$ cat src/logic/lcd_timing_pkg.sv
// Constants and types shared by the LCD clock and frame timing block
package lcd_timing_pkg;
   localparam int unsigned SRC_W        = 2;
   localparam int unsigned DIV_W        = 3;
   localparam int unsigned FRAME_DIVIDER_COUNT_W     = 5;
   localparam int unsigned DUTY_W       = 5;
   localparam int unsigned NSRC         = 4;
   // Frame divider base factor
   localparam int unsigned FRAME_BASE   = 16;
   localparam int unsigned BASE_W       = 4;
   // Reset values of the settings path
   localparam logic [SRC_W-1:0]    SRC_RST  = 2'h0;
   localparam logic [DIV_W-1:0]    DIV_RST  = 3'h0;
   localparam logic [FRAME_DIVIDER_COUNT_W-1:0] FRM_RST  = 5'h00;
   localparam logic [DUTY_W-1:0]   DUTY_RST = 5'h00;
   // Supply gate states
   typedef enum logic [1:0] {
      GATE_RUN  = 2'b01,
      GATE_HALT = 2'b10
   } gate_state_t;
endpackage

$ cat src/logic/frame_link_if.sv
// Carrier between the clock gate and the frame divider
`timescale 1ns/100ps
`default_nettype none
interface frame_link_if;
   import lcd_timing_pkg::*;
   logic                tick;
   logic                running;
   logic [FRAME_DIVIDER_COUNT_W-1:0] frame_count;
   logic [DUTY_W-1:0]   duty;
   logic                frame_pulse;
   logic [8:0]          phase;
   modport gate (output tick, output running, output frame_count,
                 output duty, input frame_pulse, input phase);
   modport div  (input tick, input running, input frame_count,
                 input duty, output frame_pulse, output phase);
endinterface
`default_nettype wire

$ cat src/logic/frame_divider.sv
// Frame divider counting operating-clock ticks into frame pulses
`timescale 1ns/100ps
`default_nettype none
module frame_divider
   import lcd_timing_pkg::*;
(
   input  wire logic clock_i,
   input  wire logic reset_i,
   input  wire logic enable_i,
   frame_link_if.div link
);
   typedef struct packed {
      logic [BASE_W-1:0]   base;
      logic [FRAME_DIVIDER_COUNT_W-1:0] frm;
      logic [DUTY_W-1:0]   duty;
      logic                pulse;
   } div_state_t;

   div_state_t state_reg;
   div_state_t state_next;

   // Nested counters: 16 x (count+1) x (duty+1) ticks per frame
   always_comb begin
      state_next = state_reg;
      state_next.pulse = 1'b0;
      if (!link.running) begin
         state_next.base = '0;
         state_next.frm  = '0;
         state_next.duty = '0;
      end else if (link.tick) begin
         state_next.base = state_reg.base + 4'h1;
         if (state_reg.base == BASE_W'(FRAME_BASE - 1)) begin
            if (state_reg.frm >= link.frame_count) begin
               state_next.frm = '0;
               if (state_reg.duty >= link.duty) begin
                  state_next.duty  = '0;
                  state_next.pulse = 1'b1;
               end else begin
                  state_next.duty = state_reg.duty + 5'h01;
               end
            end else begin
               state_next.frm = state_reg.frm + 5'h01;
            end
         end
      end
   end

   always_ff @(posedge clock_i) begin
      if (reset_i) begin
         state_reg <= '0;
      end else if (enable_i) begin
         state_reg <= state_next;
      end
   end

   assign link.frame_pulse = state_reg.pulse;
   assign link.phase = {state_reg.base, state_reg.frm};
endmodule
`default_nettype wire

$ cat src/logic/lcd_clock_timing.sv
// LCD operating clock supply control and frame rate generation
// Function
// - The operating clock uses a 2-bit source select and 3-bit divider.
// - With debug run 0, entering debug stops the operating clock.
// - The clock supply resumes by itself when debug mode ends.
// - While suspended the driver halts, display off, settings kept.
// - With debug run 1 the clock keeps running through debug mode.
// - Frame is clock divided by 16 x (count+1) x (duty+1).
// - The 5-bit frame count takes all values 0 to 31.
// - The 5-bit duty value plus one is the denominator, zero static.
`timescale 1ns/100ps
`default_nettype none
module lcd_clock_timing
   import lcd_timing_pkg::*;
(
   input  wire logic                clock_i,
   input  wire logic                reset_i,
   input  wire logic                enable_i,
   input  wire logic [NSRC-1:0]     source_ticks_i,
   input  wire logic [NSRC-1:0]     source_running_i,
   input  wire logic [SRC_W-1:0]    clock_source_select_i,
   input  wire logic [DIV_W-1:0]    clock_divider_select_i,
   input  wire logic                debug_run_i,
   input  wire logic                cpu_debug_i,
   input  wire logic [FRAME_DIVIDER_COUNT_W-1:0] frame_divider_count_i,
   input  wire logic [DUTY_W-1:0]   drive_duty_select_i,
   output logic                     lcd_core_clock_o,
   output logic                     clock_active_o,
   output logic                     display_on_o,
   output logic                     frame_pulse_o,
   output logic                     frame_signal_o
);
   typedef struct packed {
      logic [NSRC-1:0]      tick_s1;
      logic [NSRC-1:0]      tick_s2;
      logic [NSRC-1:0]      tick_s3;
      logic [NSRC-1:0]      run_s1;
      logic [NSRC-1:0]      run_s2;
      logic                 dbg_s1;
      logic                 dbg_s2;
      logic [6:0]           prediv;
      gate_state_t          gate;
      logic                 core_tick;
      logic                 core_clk;
      logic                 active;
      logic                 display;
      logic                 frame_pulse;
      logic                 frame_sig;
   } top_state_t;

   top_state_t state_reg;
   top_state_t state_next;
   frame_link_if link ();

   logic src_edge;
   logic src_run;
   logic div_hit;

   frame_divider u_div (
      .clock_i  (clock_i),
      .reset_i  (reset_i),
      .enable_i (enable_i),
      .link     (link)
   );

   // Rising edges of the selected source, from synchronised copies
   // source select
   assign src_edge = state_reg.tick_s2[clock_source_select_i] &
                     ~state_reg.tick_s3[clock_source_select_i];
   assign src_run  = state_reg.run_s2[clock_source_select_i];
   // Divide by 2^select; prediv bit marks the ratio boundary
   // division ratio
   assign div_hit = (clock_divider_select_i == DIV_RST) ? 1'b1 :
      (state_reg.prediv[clock_divider_select_i - 3'h1] &
       ~(|(state_reg.prediv & ((7'h01 << (clock_divider_select_i
        - 3'h1)) - 7'h01))));

   // Feed the divider only while the supply gate is open
   assign link.tick        = state_next.core_tick;
   assign link.running     = state_reg.active;
   assign link.frame_count = frame_divider_count_i;
   assign link.duty        = drive_duty_select_i;

   always_comb begin
      state_next = state_reg;
      state_next.tick_s1 = source_ticks_i;
      state_next.tick_s2 = state_reg.tick_s1;
      state_next.tick_s3 = state_reg.tick_s2;
      state_next.run_s1  = source_running_i;
      state_next.run_s2  = state_reg.run_s1;
      state_next.dbg_s1  = cpu_debug_i;
      state_next.dbg_s2  = state_reg.dbg_s1;
      state_next.core_tick = 1'b0;
      unique case (state_reg.gate)
         GATE_RUN: begin
            if (state_reg.dbg_s2 && !debug_run_i) begin
               state_next.gate = GATE_HALT;
            end
         end
         GATE_HALT: begin
            if (!state_reg.dbg_s2 || debug_run_i) begin
               state_next.gate = GATE_RUN;
            end
         end
         default: state_next.gate = GATE_RUN;
      endcase
      // Prescaler only advances on source edges while supplied
      if (state_reg.gate == GATE_RUN && src_run) begin
         if (src_edge) begin
            state_next.prediv = state_reg.prediv + 7'h01;
            if (div_hit) begin
               state_next.core_tick = 1'b1;
               state_next.core_clk  = ~state_reg.core_clk;
            end
         end
      end else begin
         // halt holds settings, only timing state parks
         state_next.prediv   = '0;
         state_next.core_clk = 1'b0;
      end
      state_next.active  = (state_reg.gate == GATE_RUN) && src_run;
      state_next.display = state_next.active;
      state_next.frame_pulse = link.frame_pulse;
      if (!state_reg.active) begin
         state_next.frame_sig = 1'b0;
      end else if (link.frame_pulse) begin
         state_next.frame_sig = ~state_reg.frame_sig;
      end
   end

   always_ff @(posedge clock_i) begin
      if (reset_i) begin
         state_reg      <= '0;
         state_reg.gate <= GATE_RUN;
      end else if (enable_i) begin
         state_reg <= state_next;
      end
   end

   // All outputs straight from flip-flops
   assign lcd_core_clock_o = state_reg.core_clk;
   assign clock_active_o   = state_reg.active;
   assign display_on_o     = state_reg.display;
   assign frame_pulse_o    = state_reg.frame_pulse;
   assign frame_signal_o   = state_reg.frame_sig;
endmodule
`default_nettype wire

$ cat config.mk
export PLATFORM = sky130hd
export DESIGN_NAME = lcd_clock_timing
export DESIGN_NICKNAME = d
export VERILOG_FILES = /design/src/logic/lcd_timing_pkg.sv /design/src/logic/frame_link_if.sv /design/src/logic/frame_divider.sv /design/src/logic/lcd_clock_timing.sv
export SDC_FILE = /design/constraint.sdc
export NUM_CORES = 1
export LEC_CHECK = 0
export BUFFER_PORTS_ARGS = -buffer_cell sky130_fd_sc_hd__buf_4
export CORE_MARGIN = 1.5
export CORE_UTILIZATION = 58
export CTS_CLUSTER_SIZE = 25
export DETAILED_ROUTE_END_ITERATION = 6
export PLACE_DENSITY = 0.79
export SLEW_MARGIN = 15
export SYNTH_ARGS = -nofsm -noshare
export SYNTH_HDL_FRONTEND = slang
export SYNTH_HIERARCHICAL = 1
export SYNTH_SLANG_ARGS = --single-unit
$ cat constraint.sdc
create_clock -name clock_i -period 4.58 [get_ports clock_i]
set_input_delay 0.458 -clock clock_i [delete_from_list [all_inputs] [get_ports clock_i]]
set_output_delay 0.458 -clock clock_i [all_outputs]
set_load 0.03 [all_outputs]
# After elaboration in Yosys (flattened, before gate mapping)
# Index checks and enable logic that the tools add are counted.
dict set report totals {
  mem_count 0
  out_inout_bits 5
  latch_bits 0
  in_bits 28
  word_cells 88
  romBits 0
  register_bits 50
  mem_bits_rw 0
}
dict set report op_classes {
  n_shift 1
  eq_ne 11
  mux 28
  multipliers 0
  addsub 6
  div 0
  n_lt_le_gt_ge 4
  n_bitwise 7
  reduce_logical 14
}
# operator n
set ops {}
lappend ops {{$mux W15} 1}
lappend ops {{$mux W14} 1}
lappend ops {{$mux W7} 2}
lappend ops {{$ne A2 B1 Y1 const B} 6}
lappend ops {{$mux W1} 11}
lappend ops {{$mux W11} 1}
lappend ops {{$add A5 B1 Y5 const B} 2}
lappend ops {{$ge A5 B5 Y1} 2}
lappend ops {{$mux W5} 2}
lappend ops {{$reduce_and A3 Y1} 3}
lappend ops {{$mux W2} 4}
lappend ops {{$add A7 B1 Y7 const B} 1}
lappend ops {{$and A7 B7 Y7} 1}
lappend ops {{$reduce_or A7 Y1} 1}
lappend ops {{$shl A1 B3 Y7 const A} 1}
lappend ops {{$sub A7 B1 Y7 const B} 1}
lappend ops {{$bmux W1 S2} 3}
lappend ops {{$mux W6} 1}
lappend ops {{$reduce_and A2 Y1} 3}
lappend ops {{$add A4 B1 Y4 const B} 1}
lappend ops {{$eq A4 B4 Y1 const B} 1}
lappend ops {{$lt A3 B4 Y1 const B} 1}
lappend ops {{$ne A2 B2 Y1 const B} 2}
lappend ops {{$not A1 Y1} 4}
lappend ops {{12 further kinds} 15}

# Depth between registers and ports, before layout
# Gate-level depths: netlist of the first run.
dict set report depth {
  depth_word 13
  ltp_mapped 16
  mapped_depth_nobuf 16
}

# Cells and area by module
# Netlist of the first run, hierarchy kept.
# mod cells_each n_inst area_each_um2
set by_module_without_submodules {}
lappend by_module_without_submodules {lcd_clock_timing 190 1 1775.5}
lappend by_module_without_submodules {frame_divider 130 1 1057.3}

# Worst setup path before layout of the first run
# No wires, ideal clock.
dict set report synth_path {
  kind {in2reg}
  start {input port clock_divider_select_i[0]}
  end {register u_div/state_reg[1] (netlist bit)}
  slack_ns 0.880
  setup_ns 0.073
  cell_stages 16
  t_required_ns 4.507
  n_path_buf 0
  arrival_time_ns 3.627
  path_cell_list {inv_1 -> ha_1 -> xnor2_2 -> nand2_1 -> ha_1 -> nor2b_1 -> a311oi_1 -> nand3_1 -> a221oi_2 -> a31oi_1 -> nor3b_1 -> and4_4 -> nand2_2 -> a2111oi_4 -> nand3_1 -> mux2i_1}
}
dict set report synth_via {
  elab_chain_len 13
  word_cells_on_any_way 16
  cone_classes {add/sub (2); eq/ne (1); shift (1); mux (6); bitwise (3); reduce/logical (3)}
}
# item line
set synth_lines {}
lappend synth_lines {{from (decl)} lcd_clock_timing.sv:22} ;# input wire logic [DIV_W-1:0] clock_divider_select_i,
lappend synth_lines {{$sub A3 B1 Y3} {lcd_clock_timing.sv:74, lcd_clock_timing.sv:76}}
lappend synth_lines {{$shl A1 B3 Y7} lcd_clock_timing.sv:75} ;# ~(|(state_reg.prediv & ((7'h01 << (clock_divider_select_i
lappend synth_lines {{$sub A7 B1 Y7} lcd_clock_timing.sv:76} ;# - 3'h1)) - 7'h01))));
lappend synth_lines {{$and A7 B7 Y7} lcd_clock_timing.sv:75}
lappend synth_lines {{$reduce_or A7 Y1} lcd_clock_timing.sv:75}
lappend synth_lines {{$not A1 Y1} lcd_clock_timing.sv:75}
lappend synth_lines {{$and A1 B1 Y1} lcd_clock_timing.sv:74} ;# (state_reg.prediv[clock_divider_select_i - 3'h1] &
lappend synth_lines {{$mux W1 (*)} lcd_clock_timing.sv:73} ;# assign div_hit = (clock_divider_select_i == DIV_RST) ? 1'b1 :
lappend synth_lines {{$mux W2 (*)} lcd_clock_timing.sv:111} ;# if (div_hit) begin
lappend synth_lines {{$mux W2 (*)} lcd_clock_timing.sv:109} ;# if (src_edge) begin
lappend synth_lines {{$mux W1 (*)} lcd_clock_timing.sv:108} ;# if (state_reg.gate == GATE_RUN && src_run) begin
lappend synth_lines {{named net link.tick} frame_link_if.sv:6} ;# logic tick;
lappend synth_lines {{$ne A2 B1 Y1 (no line) (*)} -}
lappend synth_lines {{$reduce_and A4 Y1 (no line) (*)} -}
lappend synth_lines {{to (signal assigned)} frame_divider.sv:52} ;# state_reg <= state_next;
lappend synth_lines {{to (decl)} frame_divider.sv:19} ;# div_state_t state_reg;
# The timed path passes the listed nets; every way through them passes the cells marked *. The select of a mux whose other input is x is not followed.
# A chain may end at the register's enable or synchronous reset.

# Worst setup path in the final report of the first run
dict set report layout_path {
  start {input port clock_divider_select_i[0]}
  end {register u_div/state_reg[4] (netlist bit)}
}
# The elaborated chain is that of the path after synthesis.

==> flow_summary.json, run 1 <==
{
  "post-route-worst-setup-slack_ns": 0.865,
  "clk_pin_slew_ns": 0.09,
  "ctsHoldBuffers": 0,
  "floorplan.rows": 24,
  "syn-instance-count": 311,
  "dr.first_iter.drc_count": 165,
  "grt_max_degree": 43,
  "top_level_ports": 33,
  "die_x_um": 72.0,
  "worst-r2r-setup-slack_ns": 1.74,
  "setup_tns_final_ns": 0,
  "vias": 2232,
  "min_period_ns": 3.72,
  "path_cells": "buf_4 -> inv_1 -> ha_1 -> xnor2_2 -> nand2_1 -> ha_1 -> nor2b_1 -> a311oi_1 -> nand3_1 -> a221oi_2 -> a31oi_1 -> nor3b_1 -> buf_4 -> and4_4 -> o21ai_1 -> o21bai_1 -> o21ai_0",
  "root_buffer_cell": "clkbuf_8",
  "grt_setup_unrepaired": "false",
  "fin_crit_sh": 0.811,
  "fin_nets": 388,
  "leakage_nw": 1.34,
  "port_buffers": 32,
  "cts_buffers": 5,
  "grt_use_total": 0.207,
  "place_congestion": 0.845,
  "grt_pass1_wl_um": 8690,
  "post_layout_nonfiller_instances": 393,
  "path_max_fanout": 9,
  "worst_skew_pair.late_latency_ns": 0.30,
  "cts-root-to-sink-buffers": 2,
  "cts_setup_buffers": 0,
  "design.core.area_um2": 4470,
  "stdcell_area_um2": 3120,
  "syn-cell-area_um2": 2770,
  "setup_violating_endpoint_count_in_the_final_report": 0,
  "first_pass_iters": 4,
  "initial_core_util": 0.618,
  "critical_path.max_stage_delay_ns": 0.50,
  "final_core_utilization": 0.698,
  "post_synth.cell_area_avg_um2": 8.89,
  "maxCapViolCount": 0,
  "timing.fmax_mhz": 269,
  "p_per_area_nw_per_um2": 261,
  "remaining_drc_errors": 0,
  "area_enclosed_by_the_die_boundary_um2": 5190,
  "worst_hold_path.num_cells": 3,
  "setup.worst_path.class": "input port to flip-flop",
  "filler_cell_count": 352,
  "yosys_warnings": 6,
  "cts_tree": "done",
  "max_slew_headroom": 0.642,
  "syn2layout_area_growth_pct": 13.0,
  "setup.worst_path.end_class": "flip-flop",
  "synth.net_count": 359,
  "placed_cells_incl_taps": 385,
  "cts-htree-levels": 2,
  "dp_worst_setup_slack_ns": 0.556,
  "antenna_found_initial": 0,
  "post_dr_wirelength_cell_um": 13.1,
  "ir_worst_vdd_mv": 0.223,
  "data_arrival_time_at_the_worst_slack_endpoint_ns": 3.89,
  "finClkSkew_ns": 0.00559,
  "placement_cell_area_um2": 3030,
  "floorplan.die.height_um": 72.0,
  "result_of_the_run": "completed",
  "cts.sinks": 50,
  "reg2regPathDepth": 11,
  "tightestPinTransition_ns": 0.537,
  "finalMaxSlewViolations": 0,
  "n_antenna_cell": 0,
  "avgViaCountPerCell": 5.68,
  "hp-class": "input port to flip-flop",
  "drive_gt1_frac": 0.152,
  "kind_of_launch_point_of_the_worst_setup_path": "input port",
  "drt_wl_total_um": 5140,
  "detail-route-antenna-nets": 0,
  "total_power_mw": 0.815,
  "grt_overflow": 0,
  "hpwl_after_detailed_placement_um": 3700,
  "cell_at_the_slowest_stage_of_the_critical_path": "o21bai_1",
  "whs_ns": 0.386,
  "report.final.hold_viol_count": 0,
  "grt_pass1_vias": 2007,
  "largest_register_ff_count": 18,
  "cts_repair_resize_count": 0,
  "worstPathRequired_ns": 4.75
}
## critical path: cells and delay by family
family	cells	cell delay, ns
AOI/OAI and AO/OA	6	1.46
xor gates and xnor gates	1	0.33
adders and majority gates	2	0.53
buffers and inverters	3	0.37
and+or+nand+nor	5	0.73
## cells in the final DEF, fill, tap and decap left out, types with 6 or more instances in the layout
master     n
nand2_1   20
nand4_1    8
inv_1     22
dfxtp_1   50
clkbuf_8   6
nor2b_1   13
ha_1      20
nor2_1    40
mux2i_1   27
buf_4     33
xor2_1     7
nand3_1    7
a21oi_1   13
o21ai_0   14
## report_power, final
| part | total, mW | switching (mW) | internal [mW] |
|---|---|---|---|
| clock network | 0.264 | 0.142 | 0.122 |
| logic | 0.102 | 0.0549 | 0.0473 |
| registers | 0.449 | 0.00598 | 0.443 |
## per-layer routing
layer,wire length [um],global-route usage,part of all wire,vias up
li1,-,-,-,1144
met1,2440,0.269,0.48,1037
met2,2400,0.345,0.47,46
met3,240,0.0486,0.047,5
met4,51,0.0587,0.0099,0
met5,0,0,0,-
## cell type report
class,count,area [um^2],area share
timing repair buffer,33,248,0.0793
clock buffer,6,82.6,0.0264
clock inverter,2,12.5,0.00400
tap,52,65.1,0.0208
inverter,22,82.6,0.0264
sequential,50,1000,0.320
multi-input combinational,228,1630,0.523
## path summary, 6_finish.rpt
check,endpoint,from
hold reg to reg,state_reg[7],state_reg[7]
setup / recovery,u_div/state_reg[4],clock_divider_select_i[0]
setup reg to reg,u_div/state_reg[4],state_reg[9]
hold / removal,state_next[20],source_running_i[3]
No activity file was read; power rests on OpenSTA's default activity.
==> run 2: changes to the inputs <==
ABC_AREA = 1   (was not set)
CORE_UTILIZATION = 59   (was 58)
PLACE_DENSITY = 0.8   (was 0.79)
clock period = 3.5 ns   (was 4.58 ns; I/O delays follow)
==> flow_summary.json, run 2 <==
{
  "result_of_the_run": "completed",
  "floorplan.die.height_um": 73.4,
  "drt_wl_total_um": 5830,
  "setup_tns_final_ns": 0,
  "post_synth.cell_area_avg_um2": 6.69,
  "clock_network_fraction_of_total_power": 0.331,
  "n_antenna_cell": 0,
  "area_enclosed_by_the_die_boundary_um2": 5390,
  "worstHoldStart": "source_running_i[3]",
  "hold_end": "state_next[20]",
  "die_x_um": 73.4,
  "grt_pass1_wl_um": 10400,
  "p_per_area_nw_per_um2": 366,
  "seq_power_share": 0.506,
  "tightestPinTransition_ns": 0.525,
  "root_buffer_cell": "clkbuf_8",
  "grt_setup_unrepaired": "false",
  "path_max_fanout": 8,
  "dp_worst_setup_slack_ns": 0.217,
  "power.switching_fraction": 0.269,
  "timing.rr.end": "u_div/state_reg[5]",
  "worstPathRequired_ns": 3.71,
  "yosys_warnings": 6,
  "cts-root-to-sink-buffers": 2,
  "kind_of_launch_point_of_the_worst_setup_path": "input port",
  "crit_family": "simple AND/OR/NAND/NOR gates",
  "leakage_nw": 1.58,
  "filler_cell_count": 453,
  "placement_cell_area_um2": 3210,
  "top_level_ports": 33,
  "first_pass_iters": 4,
  "floorplan.rows": 25,
  "setup.worst_path.end_class": "flip-flop",
  "remaining_drc_errors": 0,
  "post_dr_wirelength_cell_um": 10.9,
  "report.final.hold_viol_count": 0,
  "reg2reg_from": "state_reg[12]",
  "most_frequent_standard_cell_in_the_layout_excluding_fill_and_tap_cells": "nand2_1",
  "worst_skew_pair.late_latency_ns": 0.31,
  "ctsHoldBuffers": 0,
  "hpwl_after_detailed_placement_um": 4280,
  "timing.fmax_mhz": 332,
  "data_arrival_time_at_the_worst_slack_endpoint_ns": 3.22,
  "setup_violating_endpoint_count_in_the_final_report": 0,
  "avgViaCountPerCell": 5.09,
  "critPathMostFrequentCell": "nand2_1",
  "cts_repair_resize_count": 0,
  "initial_core_util": 0.615,
  "antenna_found_initial": 0,
  "place_congestion": 0.917,
  "grt_pass1_vias": 2456,
  "grt_max_degree": 31,
  "cell_at_the_slowest_stage_of_the_critical_path": "ha_1",
  "setup.worst_path.class": "input port to flip-flop",
  "cts.sinks": 50,
  "ir_worst_vdd_mv": 0.301,
  "clk_pin_slew_ns": 0.09,
  "combPwrFrac": 0.163,
  "syn-cell-area_um2": 2920,
  "layout_common_cells": "nand2_1, nor2_1, inv_1",
  "finClkSkew_ns": 0.0103,
  "port_buffers": 32,
  "design.core.area_um2": 4750,
  "cellInternalPower_mw": 0.887,
  "fin_crit_sh": 0.860,
  "detail-route-antenna-nets": 0,
  "max_slew_headroom": 0.650,
  "syn-instance-count": 437,
  "largest_register_ff_count": 18,
  "critical_path.max_stage_delay_ns": 0.29,
  "synth.net_count": 485,
  "drive_gt1_frac": 0.130,
  "min_period_ns": 3.01,
  "post-route-worst-setup-slack_ns": 0.492,
  "hp-class": "input port to flip-flop",
  "fin_nets": 516,
  "worst-r2r-setup-slack_ns": 1.02,
  "path_buf_inv": 5,
  "p_switching_mw": 0.327,
  "stdcell_area_um2": 3320,
  "total_power_mw": 1.21,
  "cts_tree": "done",
  "cts-htree-levels": 2,
  "grt_overflow": 0,
  "finalMaxSlewViolations": 0,
  "reg2regPathDepth": 21,
  "syn2layout_area_growth_pct": 13.5,
  "cts_buffers": 5,
  "worst_hold_path.num_cells": 3,
  "cts_setup_buffers": 0,
  "grt_use_total": 0.241,
  "vias": 2730,
  "dr.first_iter.drc_count": 151,
  "maxCapViolCount": 0
}
[run 2: final cells by class]
class | count | area [um^2] | area share
clock inverter | 1 | 30.0 | 0.00905
timing repair buffer | 32 | 240 | 0.0724
sequential | 50 | 1000 | 0.302
clock buffer | 7 | 76.3 | 0.0230
tap | 67 | 83.8 | 0.0253
inverter | 63 | 253 | 0.0762
multi-input combinational | 316 | 1630 | 0.492
[run 2: power by group through the flow]
stage               clock network, mW  registers, mW  logic [mW]
floorplan                           0          0.624       0.138
global placement                    0          0.626       0.191
detailed placement                  0          0.627       0.196
CTS                             0.413          0.614       0.198
global route                    0.429          0.617       0.229
finish                          0.402          0.614       0.198
[run 2: metal layers]
layer  part of all wire  global-route usage  vias up
met1               0.47               0.307     1222
met4              0.012              0.0617        0
li1                   -                   -     1451
met3              0.034              0.0370        5
met5                  0                   0        -
met2               0.48               0.424       52
[run 2: worst max path at each step]
stage	endpoint	slack (ns)	from	cells past startpoint
after floorplan	u_div/state_reg[3]	0.71	clock_divider_select_i[0]	25
after global placement	u_div/state_reg[5]	0.40	clock_divider_select_i[0]	26
after detailed placement	u_div/state_reg[5]	0.22	clock_divider_select_i[0]	26
after CTS	u_div/state_reg[5]	0.54	clock_divider_select_i[0]	26
after global routing	u_div/state_reg[4]	0.13	clock_divider_select_i[0]	26
final	u_div/state_reg[5]	0.49	clock_divider_select_i[0]	26
[run 2: stage by stage]
step / utilization / hold WS (ns) / std cells
after floorplan: - / 0.419 / 437
after global placement: 0.676 / 0.445 / 528
after detailed placement: 0.676 / 0.454 / 528
after CTS: 0.698 / 0.258 / 536
after global routing: 0.698 / 0.266 / 536
final: 0.698 / 0.268 / 536
[run 2: worst reg2reg max path: stages (launching register included)]
cell and delay, ns:
dfxtp_1 0.46, inv_1 0.12, nand2_1 0.07, nand3_1 0.08
nand2_1 0.07, nand3_1 0.07, nor2_1 0.10, nand2_1 0.06
nor2_1 0.08, nand3_1 0.07, nand2_1 0.11, nand2_1 0.07
nor2_1 0.15, inv_1 0.07, nand2_2 0.08, nand2_2 0.09
a21oi_4 0.25, nand2_2 0.15, inv_1 0.12, nand2_1 0.06
nand2_1 0.06, nor2_1 0.04
==> run 3: changes to the inputs <==
PLACE_DENSITY = not set   (was 0.8)
PLACE_DENSITY_LB_ADDON = 0.12   (was not set)
==> flow_summary.json, run 3 (same netlist as run 2, synthesis figures left out) <==
{
  "result_of_the_run": "completed",
  "grt_max_degree": 31,
  "cts.sinks": 50,
  "fin_nets": 516,
  "path_max_fanout": 8,
  "min_period_ns": 2.94,
  "setup.worst_path.end": "u_div/state_reg[3]",
  "cts_setup_buffers": 0,
  "grt_use_total": 0.232,
  "detail-route-antenna-nets": 0,
  "setup.worst_path.end_class": "flip-flop",
  "report.final.hold_viol_count": 0,
  "dr.first_iter.drc_count": 144,
  "worst-r2r-setup-slack_ns": 1.09,
  "placed_cells_incl_taps": 528,
  "crit_family": "simple AND/OR/NAND/NOR gates",
  "hpwl_after_detailed_placement_um": 4290,
  "avgViaCountPerCell": 5.13,
  "initial_core_util": 0.615,
  "place_congestion": 0.854,
  "finalMaxSlewViolations": 0,
  "finClkSkew_ns": 0.00720,
  "post_layout_nonfiller_instances": 536,
  "leakage_nw": 1.60,
  "reg2regPathDepth": 21,
  "vias": 2748,
  "critPathMostFrequentCell": "nand2_1",
  "grt_pass1_vias": 2395,
  "data_arrival_time_at_the_worst_slack_endpoint_ns": 3.15,
  "cts-root-to-sink-buffers": 2,
  "cts-htree-levels": 2,
  "worstPathRequired_ns": 3.71,
  "p_per_area_nw_per_um2": 387,
  "most_frequent_standard_cell_in_the_layout_excluding_fill_and_tap_cells": "nand2_1",
  "remaining_drc_errors": 0,
  "path_buf_inv": 6,
  "kind_of_launch_point_of_the_worst_setup_path": "input port",
  "drt_wl_total_um": 5870,
  "clk_pin_slew_ns": 0.10,
  "post-route-worst-setup-slack_ns": 0.560,
  "reg2reg_from": "state_reg[12]",
  "crit_cells": 26,
  "first_pass_iters": 4,
  "grt_setup_unrepaired": "false",
  "grt_overflow": 0,
  "die_x_um": 73.4,
  "worst_skew_pair.late_latency_ns": 0.30,
  "largest_register_ff_count": 18,
  "hp-class": "input port to flip-flop",
  "filler_cell_count": 430,
  "antenna_found_initial": 0,
  "cts_buffers": 5,
  "critical_path.max_stage_delay_ns": 0.26,
  "ir_worst_vdd_mv": 0.346,
  "n_antenna_cell": 0,
  "cts_repair_resize_count": 0,
  "design.core.area_um2": 4750,
  "setup.worst_path.class": "input port to flip-flop",
  "floorplan.die.height_um": 73.4,
  "post_dr_wirelength_cell_um": 11.0,
  "cell_at_the_slowest_stage_of_the_critical_path": "ha_1",
  "root_buffer_cell": "clkbuf_8",
  "area_enclosed_by_the_die_boundary_um2": 5390,
  "setup_violating_endpoint_count_in_the_final_report": 0,
  "timing.rr.end": "u_div/state_reg[3]",
  "dp_worst_setup_slack_ns": 0.260,
  "fin_crit_sh": 0.840,
  "ctsHoldBuffers": 0,
  "grt_pass1_wl_um": 9970,
  "floorplan.rows": 25,
  "drive_gt1_frac": 0.134,
  "maxCapViolCount": 0,
  "crit_start": "clock_divider_select_i[0]",
  "syn2layout_area_growth_pct": 14.6,
  "layout_common_cells": "nand2_1, nor2_1, inv_1",
  "tightestPinTransition_ns": 0.574,
  "port_buffers": 32,
  "setup_tns_final_ns": 0,
  "top_level_ports": 33,
  "max_slew_headroom": 0.617,
  "cts_tree": "done",
  "timing.fmax_mhz": 340
}
[run 3: cell types whose count changed in the layout (fill, tap and decap cells not counted), sizes merged]
| cell | previous run | this run |
|---|---|---|
| clkbuf | 7 | 5 |
| clkinv | 1 | 2 |
| bufinv | 2 | 3 |
[run 3: final cells by class]
| type | count | area [um^2] | share of cell area |
|---|---|---|---|
| Inverter | 63 | 253 | 0.0755 |
| Clock inverter | 3 | 68.8 | 0.0205 |
| Tap cell | 67 | 83.8 | 0.0250 |
| Multi-Input combinational cell | 316 | 1630 | 0.488 |
| Sequential cell | 50 | 1000 | 0.299 |
| Timing Repair Buffer | 32 | 240 | 0.0717 |
| Clock buffer | 5 | 68.8 | 0.0205 |
[run 3: worst min path at each step]
stage	start	end	cells past startpoint
global placement	frame_pulse_o	frame_pulse_o	2
CTS	source_ticks_i[1]	state_next[30]	3
finish	source_ticks_i[3]	state_next[32]	3
floorplan	reset_i	frame_pulse_o	1
detailed placement	state_reg[15]	state_reg[15]	2
global route	reset_i	u_div/link.phase[6]	2
[run 3: through the flow]
step / hold slack (ns) / utilization / power [mW] / cell area, um^2
4_1_cts: 0.257 / 0.704 / 1.30 / 3350
2_1_floorplan: 0.419 / - / 0.762 / 2920
3_5_place_dp: 0.457 / 0.676 / 0.823 / 3210
5_1_grt: 0.271 / 0.704 / 1.36 / 3350
3_3_place_gp: 0.455 / 0.676 / 0.817 / 3210
6_report: 0.265 / 0.704 / 1.29 / 3350
[run 3: metal layers]
layer / part of all wire / global-route usage
met4: 0.020 / 0.0926
met2: 0.48 / 0.395
met5: 0 / 0
met3: 0.030 / 0.0412
met1: 0.47 / 0.290
[run 3: power by group]
| group | internal [mW] | switching [mW] |
|---|---|---|
| clock network | 0.286 | 0.196 |
| registers | 0.595 | 0.0189 |
| logic | 0.0778 | 0.121 |
| total | 0.959 | 0.336 |
[run 3: worst min-delay path: stages]
cell and delay (ns):
buf_4 0.08, nor2_1 0.03, nor2_1 0.08
